### config.mk
export PLATFORM = sky130hd
export DESIGN_NAME = dct_timer
export DESIGN_NICKNAME = d
export VERILOG_FILES = /design/src/dct_pkg.sv /design/src/dct_unit_if.sv /design/src/dct_countdown_unit.sv /design/src/dct_timer.sv
export VERILOG_INCLUDE_DIRS = /design/src /design/src/src
export SDC_FILE = /design/constraint.sdc
export NUM_CORES = 1
export LEC_CHECK = 0
export ABC_AREA = 1
export BUFFER_PORTS_ARGS = -buffer_cell sky130_fd_sc_hd__buf_2
export CAP_MARGIN = 15
export CORE_MARGIN = 10
export CORE_UTILIZATION = 60
export CTS_BUF_LIST = sky130_fd_sc_hd__clkbuf_16
export DETAILED_ROUTE_END_ITERATION = 16
export PLACE_DENSITY = 0.89
export SLEW_MARGIN = 25
export SYNTH_ARGS = -nofsm -noshare
export SYNTH_HDL_FRONTEND = slang
export SYNTH_SLANG_ARGS = --single-unit
### constraint.sdc
create_clock -name sys_clk_i -period 2 [get_ports sys_clk_i]
set_input_delay 0.1 -clock sys_clk_i [delete_from_list [all_inputs] [get_ports sys_clk_i]]
set_output_delay 0.1 -clock sys_clk_i [all_outputs]
set_load 0.02 [all_outputs]
### src/dct_map.svh
`ifndef DCT_MAP_SVH
`define DCT_MAP_SVH

// Offsets within one counter's 32-byte window
`define DCT_LOAD_OFS 5'h00
`define DCT_VALUE_OFS 5'h04
`define DCT_CTRL_OFS 5'h08
`define DCT_CLEAR_OFS 5'h0c
`define DCT_TEST_OFS 5'h10
// Second counter window base
`define DCT_UNIT2_BASE 6'h20

// Control field positions
`define DCT_CTRL_ENABLE_BIT 7
`define DCT_CTRL_MODE_BIT 6
`define DCT_CTRL_RATE_HI 3
`define DCT_CTRL_RATE_LO 2

// Test field positions
`define DCT_TEST_MODE_BIT 0
`define DCT_TEST_CLK_BIT 1

// Reset values
`define DCT_LOAD_RST 16'h0000
`define DCT_COUNT_RST 16'h0000
`define DCT_CTRL_RST 2'h0
`define DCT_PRESCALE_RST 8'h00

// Prescaler tap bits for divide by 16 and divide by 256
`define DCT_TAP16 3
`define DCT_TAP256 7

`endif

### src/dct_pkg.sv
`default_nettype none
package dct_pkg;
   typedef logic [15:0] dct_word_t;
   typedef enum logic [1:0] {
      DCT_RATE_FULL,
      DCT_RATE_DIV16,
      DCT_RATE_DIV256,
      DCT_RATE_RSVD
   } dct_rate_t;
endpackage : dct_pkg
`default_nettype wire

### src/dct_unit_if.sv
`default_nettype none
interface dct_unit_if;
   logic counter_select;
   logic psel;
   logic penable;
   logic pwrite;
   logic [4:2] paddr;
   logic [15:0] pwdata;
   logic full_rate_tick;
   logic div16_tick;
   logic div256_tick;
   logic test_clock_choice;
   logic [15:0] data_out;
   logic zero_irq;
   logic test_select;
   modport top (
      output counter_select, psel, penable, pwrite, paddr, pwdata,
      output full_rate_tick, div16_tick, div256_tick, test_clock_choice,
      input data_out, zero_irq, test_select
   );
   modport unit (
      input counter_select, psel, penable, pwrite, paddr, pwdata,
      input full_rate_tick, div16_tick, div256_tick, test_clock_choice,
      output data_out, zero_irq, test_select
   );
endinterface : dct_unit_if
`default_nettype wire

### src/dct_countdown_unit.sv
`include "dct_map.svh"
`default_nettype none
module dct_countdown_unit
   import dct_pkg::*;
(
   input wire logic sys_clk_i,
   input wire logic srst_i,
   input wire logic ce_i,
   dct_unit_if.unit bus
);
   logic [4:0] local_ofs;
   logic reg_hit, load_sel, value_sel, ctrl_sel, clear_sel, test_sel;
   logic wr_strobe, load_wr, ctrl_wr, test_wr, clear_wr;
   dct_word_t load_reg, count_reg, count_next, decremented_value;
   logic [1:0] ctrl_hi_reg, ctrl_lo_reg;
   logic test_mode_reg, load_pulse_reg;
   logic [3:0] nib_carry;
   logic msn_carry, rate_tick, counter_update_strobe, zero_hit;
   logic counter_input_choice, internal_zero_irq_reg, zero_irq_next;
   dct_rate_t rate_sel;

   assign local_ofs = {bus.paddr, 2'b00};
   assign reg_hit = bus.psel & bus.counter_select;
   assign load_sel = reg_hit & (local_ofs == `DCT_LOAD_OFS);
   assign value_sel = reg_hit & (local_ofs == `DCT_VALUE_OFS);
   assign ctrl_sel = reg_hit & (local_ofs == `DCT_CTRL_OFS);
   assign clear_sel = reg_hit & (local_ofs == `DCT_CLEAR_OFS);
   assign test_sel = reg_hit & (local_ofs == `DCT_TEST_OFS);
   assign bus.test_select = test_sel;
   assign wr_strobe = bus.psel & bus.penable & bus.pwrite;
   assign load_wr = load_sel & wr_strobe;
   assign ctrl_wr = ctrl_sel & wr_strobe;
   assign test_wr = test_sel & wr_strobe;
   assign clear_wr = clear_sel & wr_strobe;

   // Rate choice; the spare code falls back to full rate
   assign rate_sel = dct_rate_t'(ctrl_lo_reg);
   assign rate_tick = (rate_sel == DCT_RATE_DIV16) ? bus.div16_tick :
                      (rate_sel == DCT_RATE_DIV256) ? bus.div256_tick :
                      bus.full_rate_tick;
   assign counter_update_strobe = (rate_tick & ctrl_hi_reg[1]) |
                                  load_pulse_reg;

   // Test mode opens every carry so all nibbles loop on their own
   assign nib_carry[0] = 1'b1;
   for (genvar n = 1; n < 4; n++) begin : g_carry
      assign nib_carry[n] = test_mode_reg | (nib_carry[n-1] &
                            (count_reg[4*n-1 -: 4] == 4'h0));
   end
   for (genvar n = 0; n < 4; n++) begin : g_nib
      assign decremented_value[4*n+3 -: 4] = nib_carry[n] ?
         count_reg[4*n+3 -: 4] - 4'h1 : count_reg[4*n+3 -: 4];
   end
   assign msn_carry = (count_reg == 16'h0000);
   assign zero_hit = counter_update_strobe & msn_carry & ~load_pulse_reg;
   assign counter_input_choice = load_pulse_reg |
                                 (zero_hit & ctrl_hi_reg[0]);
   assign count_next = counter_input_choice ? load_reg :
                       decremented_value;
   // Set wins over a clear in the same cycle
   assign zero_irq_next = zero_hit |
                          (internal_zero_irq_reg & ~clear_wr);
   assign bus.zero_irq = internal_zero_irq_reg;

   assign bus.data_out = value_sel ? count_reg :
      load_sel ? load_reg :
      ctrl_sel ? {8'h00, ctrl_hi_reg, 2'b00, ctrl_lo_reg, 2'b00} :
      test_sel ? {14'h0000, bus.test_clock_choice, test_mode_reg} :
      clear_sel ? {15'h0000, internal_zero_irq_reg} :
      16'h0000;

   always_ff @(posedge sys_clk_i) begin
      if (srst_i) begin
         load_reg <= `DCT_LOAD_RST;
         ctrl_hi_reg <= `DCT_CTRL_RST;
         ctrl_lo_reg <= `DCT_CTRL_RST;
         test_mode_reg <= 1'b0;
      end else if (ce_i) begin
         if (load_wr) load_reg <= bus.pwdata;
         if (ctrl_wr) ctrl_hi_reg <= bus.pwdata[7:6];
         if (ctrl_wr) ctrl_lo_reg <= bus.pwdata[3:2];
         if (test_wr) test_mode_reg <= bus.pwdata[`DCT_TEST_MODE_BIT];
      end
   end

   always_ff @(posedge sys_clk_i) begin
      if (srst_i) begin
         load_pulse_reg <= 1'b0;
         count_reg <= `DCT_COUNT_RST;
         internal_zero_irq_reg <= 1'b0;
      end else if (ce_i) begin
         load_pulse_reg <= load_wr;
         if (counter_update_strobe) count_reg <= count_next;
         internal_zero_irq_reg <= zero_irq_next;
      end
   end
endmodule : dct_countdown_unit
`default_nettype wire

### src/dct_timer.sv
`include "dct_map.svh"
`default_nettype none
module dct_timer
   import dct_pkg::*;
(
   input wire logic sys_clk_i,
   input wire logic srst_i,
   input wire logic ce_i,
   input wire logic timer_bus_select_i,
   input wire logic penable_i,
   input wire logic pwrite_i,
   input wire logic [5:2] paddr_i,
   input wire logic [15:0] pwdata_i,
   output logic [15:0] prdata_o,
   output logic prdata_oe_o,
   output logic first_timer_irq_o,
   output logic second_timer_irq_o
);

   dct_unit_if unit_one_if ();
   dct_unit_if unit_two_if ();

   logic [5:0] byte_addr;
   logic counter_one_select;
   logic counter_two_select;
   logic test_select;
   logic write_strobe;
   logic test_clock_write;

   logic test_clock_choice_reg;
   logic divider_tick_enable;
   logic [7:0] prescale_reg;
   logic [7:0] prescale_next;
   logic [1:0] tap_prev_reg;
   logic full_rate_tick_reg;
   logic div16_tick;
   logic div256_tick;
   logic [7:0] tick_gap_reg;

   dct_word_t read_word_comb;
   dct_word_t read_word_reg;
   logic read_drive_enable_next;
   logic read_drive_enable_reg;

   // Address decode
   assign byte_addr = {paddr_i, 2'b00};
   assign counter_one_select = timer_bus_select_i &
      (byte_addr[5] == 1'b0);
   assign counter_two_select = timer_bus_select_i &
      ((byte_addr & `DCT_UNIT2_BASE) == `DCT_UNIT2_BASE);
   // Local offset match hits both 0x10 and 0x30
   assign test_select = timer_bus_select_i &
      (byte_addr[4:0] == `DCT_TEST_OFS);
   assign write_strobe = timer_bus_select_i & penable_i & pwrite_i;
   assign test_clock_write = write_strobe & test_select;

   // Bus fan-out to both counters
   assign unit_one_if.counter_select = counter_one_select;
   assign unit_one_if.psel = timer_bus_select_i;
   assign unit_one_if.penable = penable_i;
   assign unit_one_if.pwrite = pwrite_i;
   assign unit_one_if.paddr = paddr_i[4:2];
   assign unit_one_if.pwdata = pwdata_i;
   assign unit_one_if.full_rate_tick = full_rate_tick_reg;
   assign unit_one_if.div16_tick = div16_tick;
   assign unit_one_if.div256_tick = div256_tick;
   assign unit_one_if.test_clock_choice = test_clock_choice_reg;

   assign unit_two_if.counter_select = counter_two_select;
   assign unit_two_if.psel = timer_bus_select_i;
   assign unit_two_if.penable = penable_i;
   assign unit_two_if.pwrite = pwrite_i;
   assign unit_two_if.paddr = paddr_i[4:2];
   assign unit_two_if.pwdata = pwdata_i;
   assign unit_two_if.full_rate_tick = full_rate_tick_reg;
   assign unit_two_if.div16_tick = div16_tick;
   assign unit_two_if.div256_tick = div256_tick;
   assign unit_two_if.test_clock_choice = test_clock_choice_reg;

   // Shared test clock select bit
   always_ff @(posedge sys_clk_i) begin
      if (srst_i) begin
         test_clock_choice_reg <= 1'b0;
      end else if (ce_i && test_clock_write) begin
         test_clock_choice_reg <= pwdata_i[`DCT_TEST_CLK_BIT];
      end
   end

   // The test clock is modelled as an enable, not a gated clock,
   // so the whole block stays on one clock tree
   assign divider_tick_enable = test_clock_choice_reg ?
      (timer_bus_select_i & ~penable_i) : 1'b1;

   // Prescaler
   assign prescale_next = prescale_reg - 8'h01;

   always_ff @(posedge sys_clk_i) begin
      if (srst_i) begin
         prescale_reg <= `DCT_PRESCALE_RST;
         tap_prev_reg <= 2'b00;
      end else if (ce_i && divider_tick_enable) begin
         prescale_reg <= prescale_next;
         tap_prev_reg <= {prescale_reg[`DCT_TAP256],
                          prescale_reg[`DCT_TAP16]};
      end
   end

   always_ff @(posedge sys_clk_i) begin
      if (srst_i) begin
         full_rate_tick_reg <= 1'b0;
      end else if (ce_i) begin
         full_rate_tick_reg <= divider_tick_enable;
      end
   end

   // A tap rising on the down-count marks one wrap of its field,
   // so each divided tick is one full-rate tick wide
   assign div16_tick = full_rate_tick_reg &
      prescale_reg[`DCT_TAP16] & ~tap_prev_reg[0];
   assign div256_tick = full_rate_tick_reg &
      prescale_reg[`DCT_TAP256] & ~tap_prev_reg[1];

   // Checking aid: full-rate ticks since the last divide-by-256 tick
   always_ff @(posedge sys_clk_i) begin
      if (srst_i) begin
         tick_gap_reg <= 8'hff;
      end else if (ce_i && full_rate_tick_reg) begin
         tick_gap_reg <= div256_tick ? 8'h00 : tick_gap_reg + 8'h01;
      end
   end

   // Counters
   dct_countdown_unit u_unit_one (
      .sys_clk_i (sys_clk_i),
      .srst_i (srst_i),
      .ce_i (ce_i),
      .bus (unit_one_if.unit)
   );

   dct_countdown_unit u_unit_two (
      .sys_clk_i (sys_clk_i),
      .srst_i (srst_i),
      .ce_i (ce_i),
      .bus (unit_two_if.unit)
   );

   assign first_timer_irq_o = unit_one_if.zero_irq;
   assign second_timer_irq_o = unit_two_if.zero_irq;

   // Read path
   assign read_word_comb = counter_two_select ? unit_two_if.data_out :
      counter_one_select ? unit_one_if.data_out : 16'h0000;
   assign read_drive_enable_next = timer_bus_select_i & penable_i &
      ~pwrite_i;

   // Registering the wide mux trades one cycle of latency for a
   // short path to the pins; it also samples the interrupt state
   always_ff @(posedge sys_clk_i) begin
      if (srst_i) begin
         read_word_reg <= 16'h0000;
      end else if (ce_i && read_drive_enable_next) begin
         read_word_reg <= read_word_comb;
      end
   end

   always_ff @(posedge sys_clk_i) begin
      if (srst_i) begin
         read_drive_enable_reg <= 1'b0;
      end else if (ce_i) begin
         read_drive_enable_reg <= read_drive_enable_next;
      end
   end

   // Data reads zero while not driven; the pad resolves the bus
   assign prdata_o = read_drive_enable_reg ? read_word_reg : 16'h0000;
   assign prdata_oe_o = read_drive_enable_reg;
endmodule : dct_timer
`default_nettype wire

==> parameters.txt <==
Parameter                              Value

Power
  Max IR drop VDD ... 0.502 mV
  Total power per unit cell area ... 645 mW/mm^2
  Power after layout ... 4.28 mW
  Static leakage power ... 3.02 nW

Synthesis
  Synthesized-area fraction occupied by ao, oa, aoi and oai cells ... 18.5%
  Post-synthesis cell area ... 0.00571 sq mm
  Average cell area after synthesis ... 6.83 sq um
  Xor and xnor area share after synthesis ... 2.46%
  EDFF count, synth ... 0
  Part of the Yosys area used for sequential elements ... 37.5%
  Leading cell type by number of instances after synthesis ... nand2_1
  Share of the synthesized area in the top cell type ... 37.5%
  Dominant combinational cell family by area after synthesis ... simple AND/OR/NAND/NOR gates
  Adder-cell share of the synthesized area ... 2.85%
  Area leader, netlist ... dfxtp_1
  Biggest area contributors in the synthesized netlist ... dfxtp_1 (38%), nand2_1 (11%), nor2_1 (8.4%), o21ai_0 (6.8%), inv_1 (6.5%)
  Multiplexer share of the synthesized area ... 0%
  Synth Net Count ... 874
  Most common flop cell mapped by yosys ... dfxtp_1
  Number of standard cells after synthesis ... 835
  Most instantiated cells after synthesis ... nand2_1 (169), nor2_1 (127), dfxtp_1 (107), inv_1 (99), o21ai_0 (78)
  Post-synth cell types ... 44
  Fraction of the mapped netlist area in simple logic gates ... 28.6%
  Yosys warning total ... 0
  Synthesis-stage register bit count ... 107
  Async set-or-reset flop fraction in the synthesized netlist ... 0%

Timing
  Setup-violating endpoint count in the final report ... 3
  Total count of hold-check failures in the final report ... 0
  Fmax ... 491 MHz
  Slew at the pin closest to its max-slew limit ... 0.688 ns
  Number of max-slew violations in the final report ... 0
  Fin Clk Skew ... 0.0102 ns
  Unrepaired setup endpoints after global routing ... true
  Headroom to the max-slew limit ... 52.9%
  Min Tclk post-route ... 2.04 ns
  Hold WS ... 0.0218 ns
  Period Utilization, post-route ... 102%
  Final critical-path setup slack ... -0.0352 ns

Clock tree
  CTS clk-pin slew, worst paths ... 0.07 ns
  TritonCTS clock tree ... yes
  Depth of the CTS H-tree ... 3
  TritonCTS Buffers ... 9
  Deepest clock path buffer count ... 2
  Worst skew pair latency ... 0.35 ns
  Post-CTS Hold Fix Bufs ... 0
  TritonCTS Sinks ... 107
  Root Driver ... clkbuf_16

Worst setup path
  Critical path's top delay family ... simple AND/OR/NAND/NOR gates
  Critical Path Stages ... 14
  Arrival time at the worst endpoint ... 2.30 ns
  List of cells traversed by the critical path ... inv_2, ha_4, nand2_1, nor2_2, nand3_2, nor2_4, buf_4, nand3_2, buf_4, nand3_1, nand2_1, nand2_1, nand2_1, nor2_1
  Critical path buffer and inverter count ... 3
  Startpoint type of the worst setup path ... flip-flop
  Most repeated library cell on the critical path ... nand2_1
  Biggest cell delay along the critical path ... 0.34 ns
  Worst Reg-to-Reg Cells ... 14
  Critical path class ... reg -> reg
  CP Data Required Time ... 2.27 ns
  Largest fanout on the critical path ... 5
  Endpoint class of the critical path ... flip-flop
  Slowest cell on the critical path ... dfxtp_2

Run
  Max-cap viol count ... 0

Drt
  Detailed-router iteration count before antenna repair ... 6
  Detail-routed via count per cell ... 5.85
  DRT Wirelength ... 17.4 mm
  Antenna viol nets, final ... 0
  Vias ... 6,016
  1st-iter DRT viols ... 823
  DRC viols ... 0
  Drt wl/cell ... 16.9 um

Finish
  Area growth from synthesis to final layout ... 16.3%
  Fin nets ... 933
  Non-Filler Instances ... 1,028
  Total inserted antenna cells ... 0
  Ratio of cells with drive above 1 in the final layout ... 19.0%
  Filler cell count in the final layout ... 694

GRT
  Number of antenna violations at the first check in global routing ... 0
  GRT Resource Usage Total ... 22.5%
  Vias in the first global route ... 5,437
  GRT overflow ... 0
  Wire length of the first global-routing pass ... 26.3 mm
  Largest net degree at the start of global routing ... 38

Floorplanning
  Die extent in y ... 118 um
  Initial core utilization ... 61.8%
  Total die area ... 0.0138 sq mm
  Width of the chip ... 118 um
  FP Rows ... 35
  Top-level port count ... 45
  Area of the placeable core ... 0.00924 sq mm

Min path
  Worst hold path depth ... 3
  Worst Hold Class ... in -> reg

Placed design
  Post-DP HPWL ... 11.3 mm
  Worst slack at placement ... 0.0654 ns
  Port Buf Inserts ... 44
  Cell count after placement ... 995
  Weighted congestion at the end of routability-driven global placement ... 0.942

Status
  Violations in the final reports ... setup timing
  Run status ... finished, violations left
[cells in the final DEF, fill, tap and decap left out, types with 9 or more instances in the layout]
cell and n:
nand2_2 10, clkbuf_16 9, nor2_1 122, nand2_1 166, o21ai_0 78, inv_2 17
inv_1 88, ha_1 9, a31oi_1 12, nand3_1 32, nor2_2 10, dfxtp_1 104
buf_4 30, a21oi_1 49, buf_2 44, xor2_1 9
[cell families after synthesis]
kind of cell    count (synthesis)
simple gates                  378
flops                         107
fa+ha+maj                      13
compound gates                183
buf+inv                       138
xor+xnor                       16
[per-layer routing]
layer	GRT usage (%)	wire (um)	share of wire [%]	vias to the layer above
met5	0	0	0	-
met4	8.50	852	4.9	0
met3	5.18	1960	11	102
met2	36.6	8090	47	441
met1	28.1	6480	37	2650
li1	-	-	-	2823
[final cells by class]
| cell class | instances | area, sq um | area share, % |
|---|---|---|---|
| repair buffers | 75 | 465 | 7.01 |
| clock buffers | 9 | 225 | 3.39 |
| flip-flops and latches | 107 | 2150 | 32.3 |
| well taps | 129 | 161 | 2.43 |
| multi-input cells | 593 | 3150 | 47.4 |
| clock inverters | 7 | 75.1 | 1.13 |
| inverters | 108 | 414 | 6.24 |
[path summary, 6_finish.rpt]
| kind | endpoint | from | slack [ns] |
|---|---|---|---|
| worst max-delay path | u_unit_two.count_reg[10] | u_unit_two.count_reg[0] | -0.04 |
| worst min-delay path | u_unit_one.load_reg[8] | pwdata_i[8] | 0.02 |
| worst max register to register | u_unit_two.count_reg[10] | u_unit_two.count_reg[0] | -0.04 |
| worst min register to register | tap_prev_reg[1] | tap_prev_reg[1] | 0.46 |
[timing repair]
action                                  in CTS  in global routing
endpoints found under the setup margin       0                 32
setup buffers                                0                 14
resized for setup                            0                 42
[where the power goes]
| part | internal, mW | switching, mW | leakage [nW] |
|---|---|---|---|
| combinational | 0.0963 | 0.187 | 2.00 |
| sequential | 2.17 | 0.0294 | 0.867 |
| clock | 0.981 | 0.819 | 0.150 |
[stage by stage]
stage / utilization (%) / cell area [sq um] / setup TNS [ns]
2_1_floorplan: - / 5710 / 0
3_3_place_gp: 65.6 / 6060 / 0
3_5_place_dp: 65.6 / 6060 / 0
4_1_cts: 68.9 / 6360 / 0
5_1_grt: 71.8 / 6640 / -1.80
6_report: 71.8 / 6640 / -0.0914
[worst register-to-register path: stages (launching register included)]
cell and delay [ns]:
dfxtp_2 0.34, inv_2 0.09, ha_4 0.14, nand2_1 0.08
nor2_2 0.18, nand3_2 0.13, nor2_4 0.19, buf_4 0.14
nand3_2 0.11, buf_4 0.18, nand3_1 0.06, nand2_1 0.06
nand2_1 0.07, nand2_1 0.06, nor2_1 0.14
(Power assumes the default switching activity.)
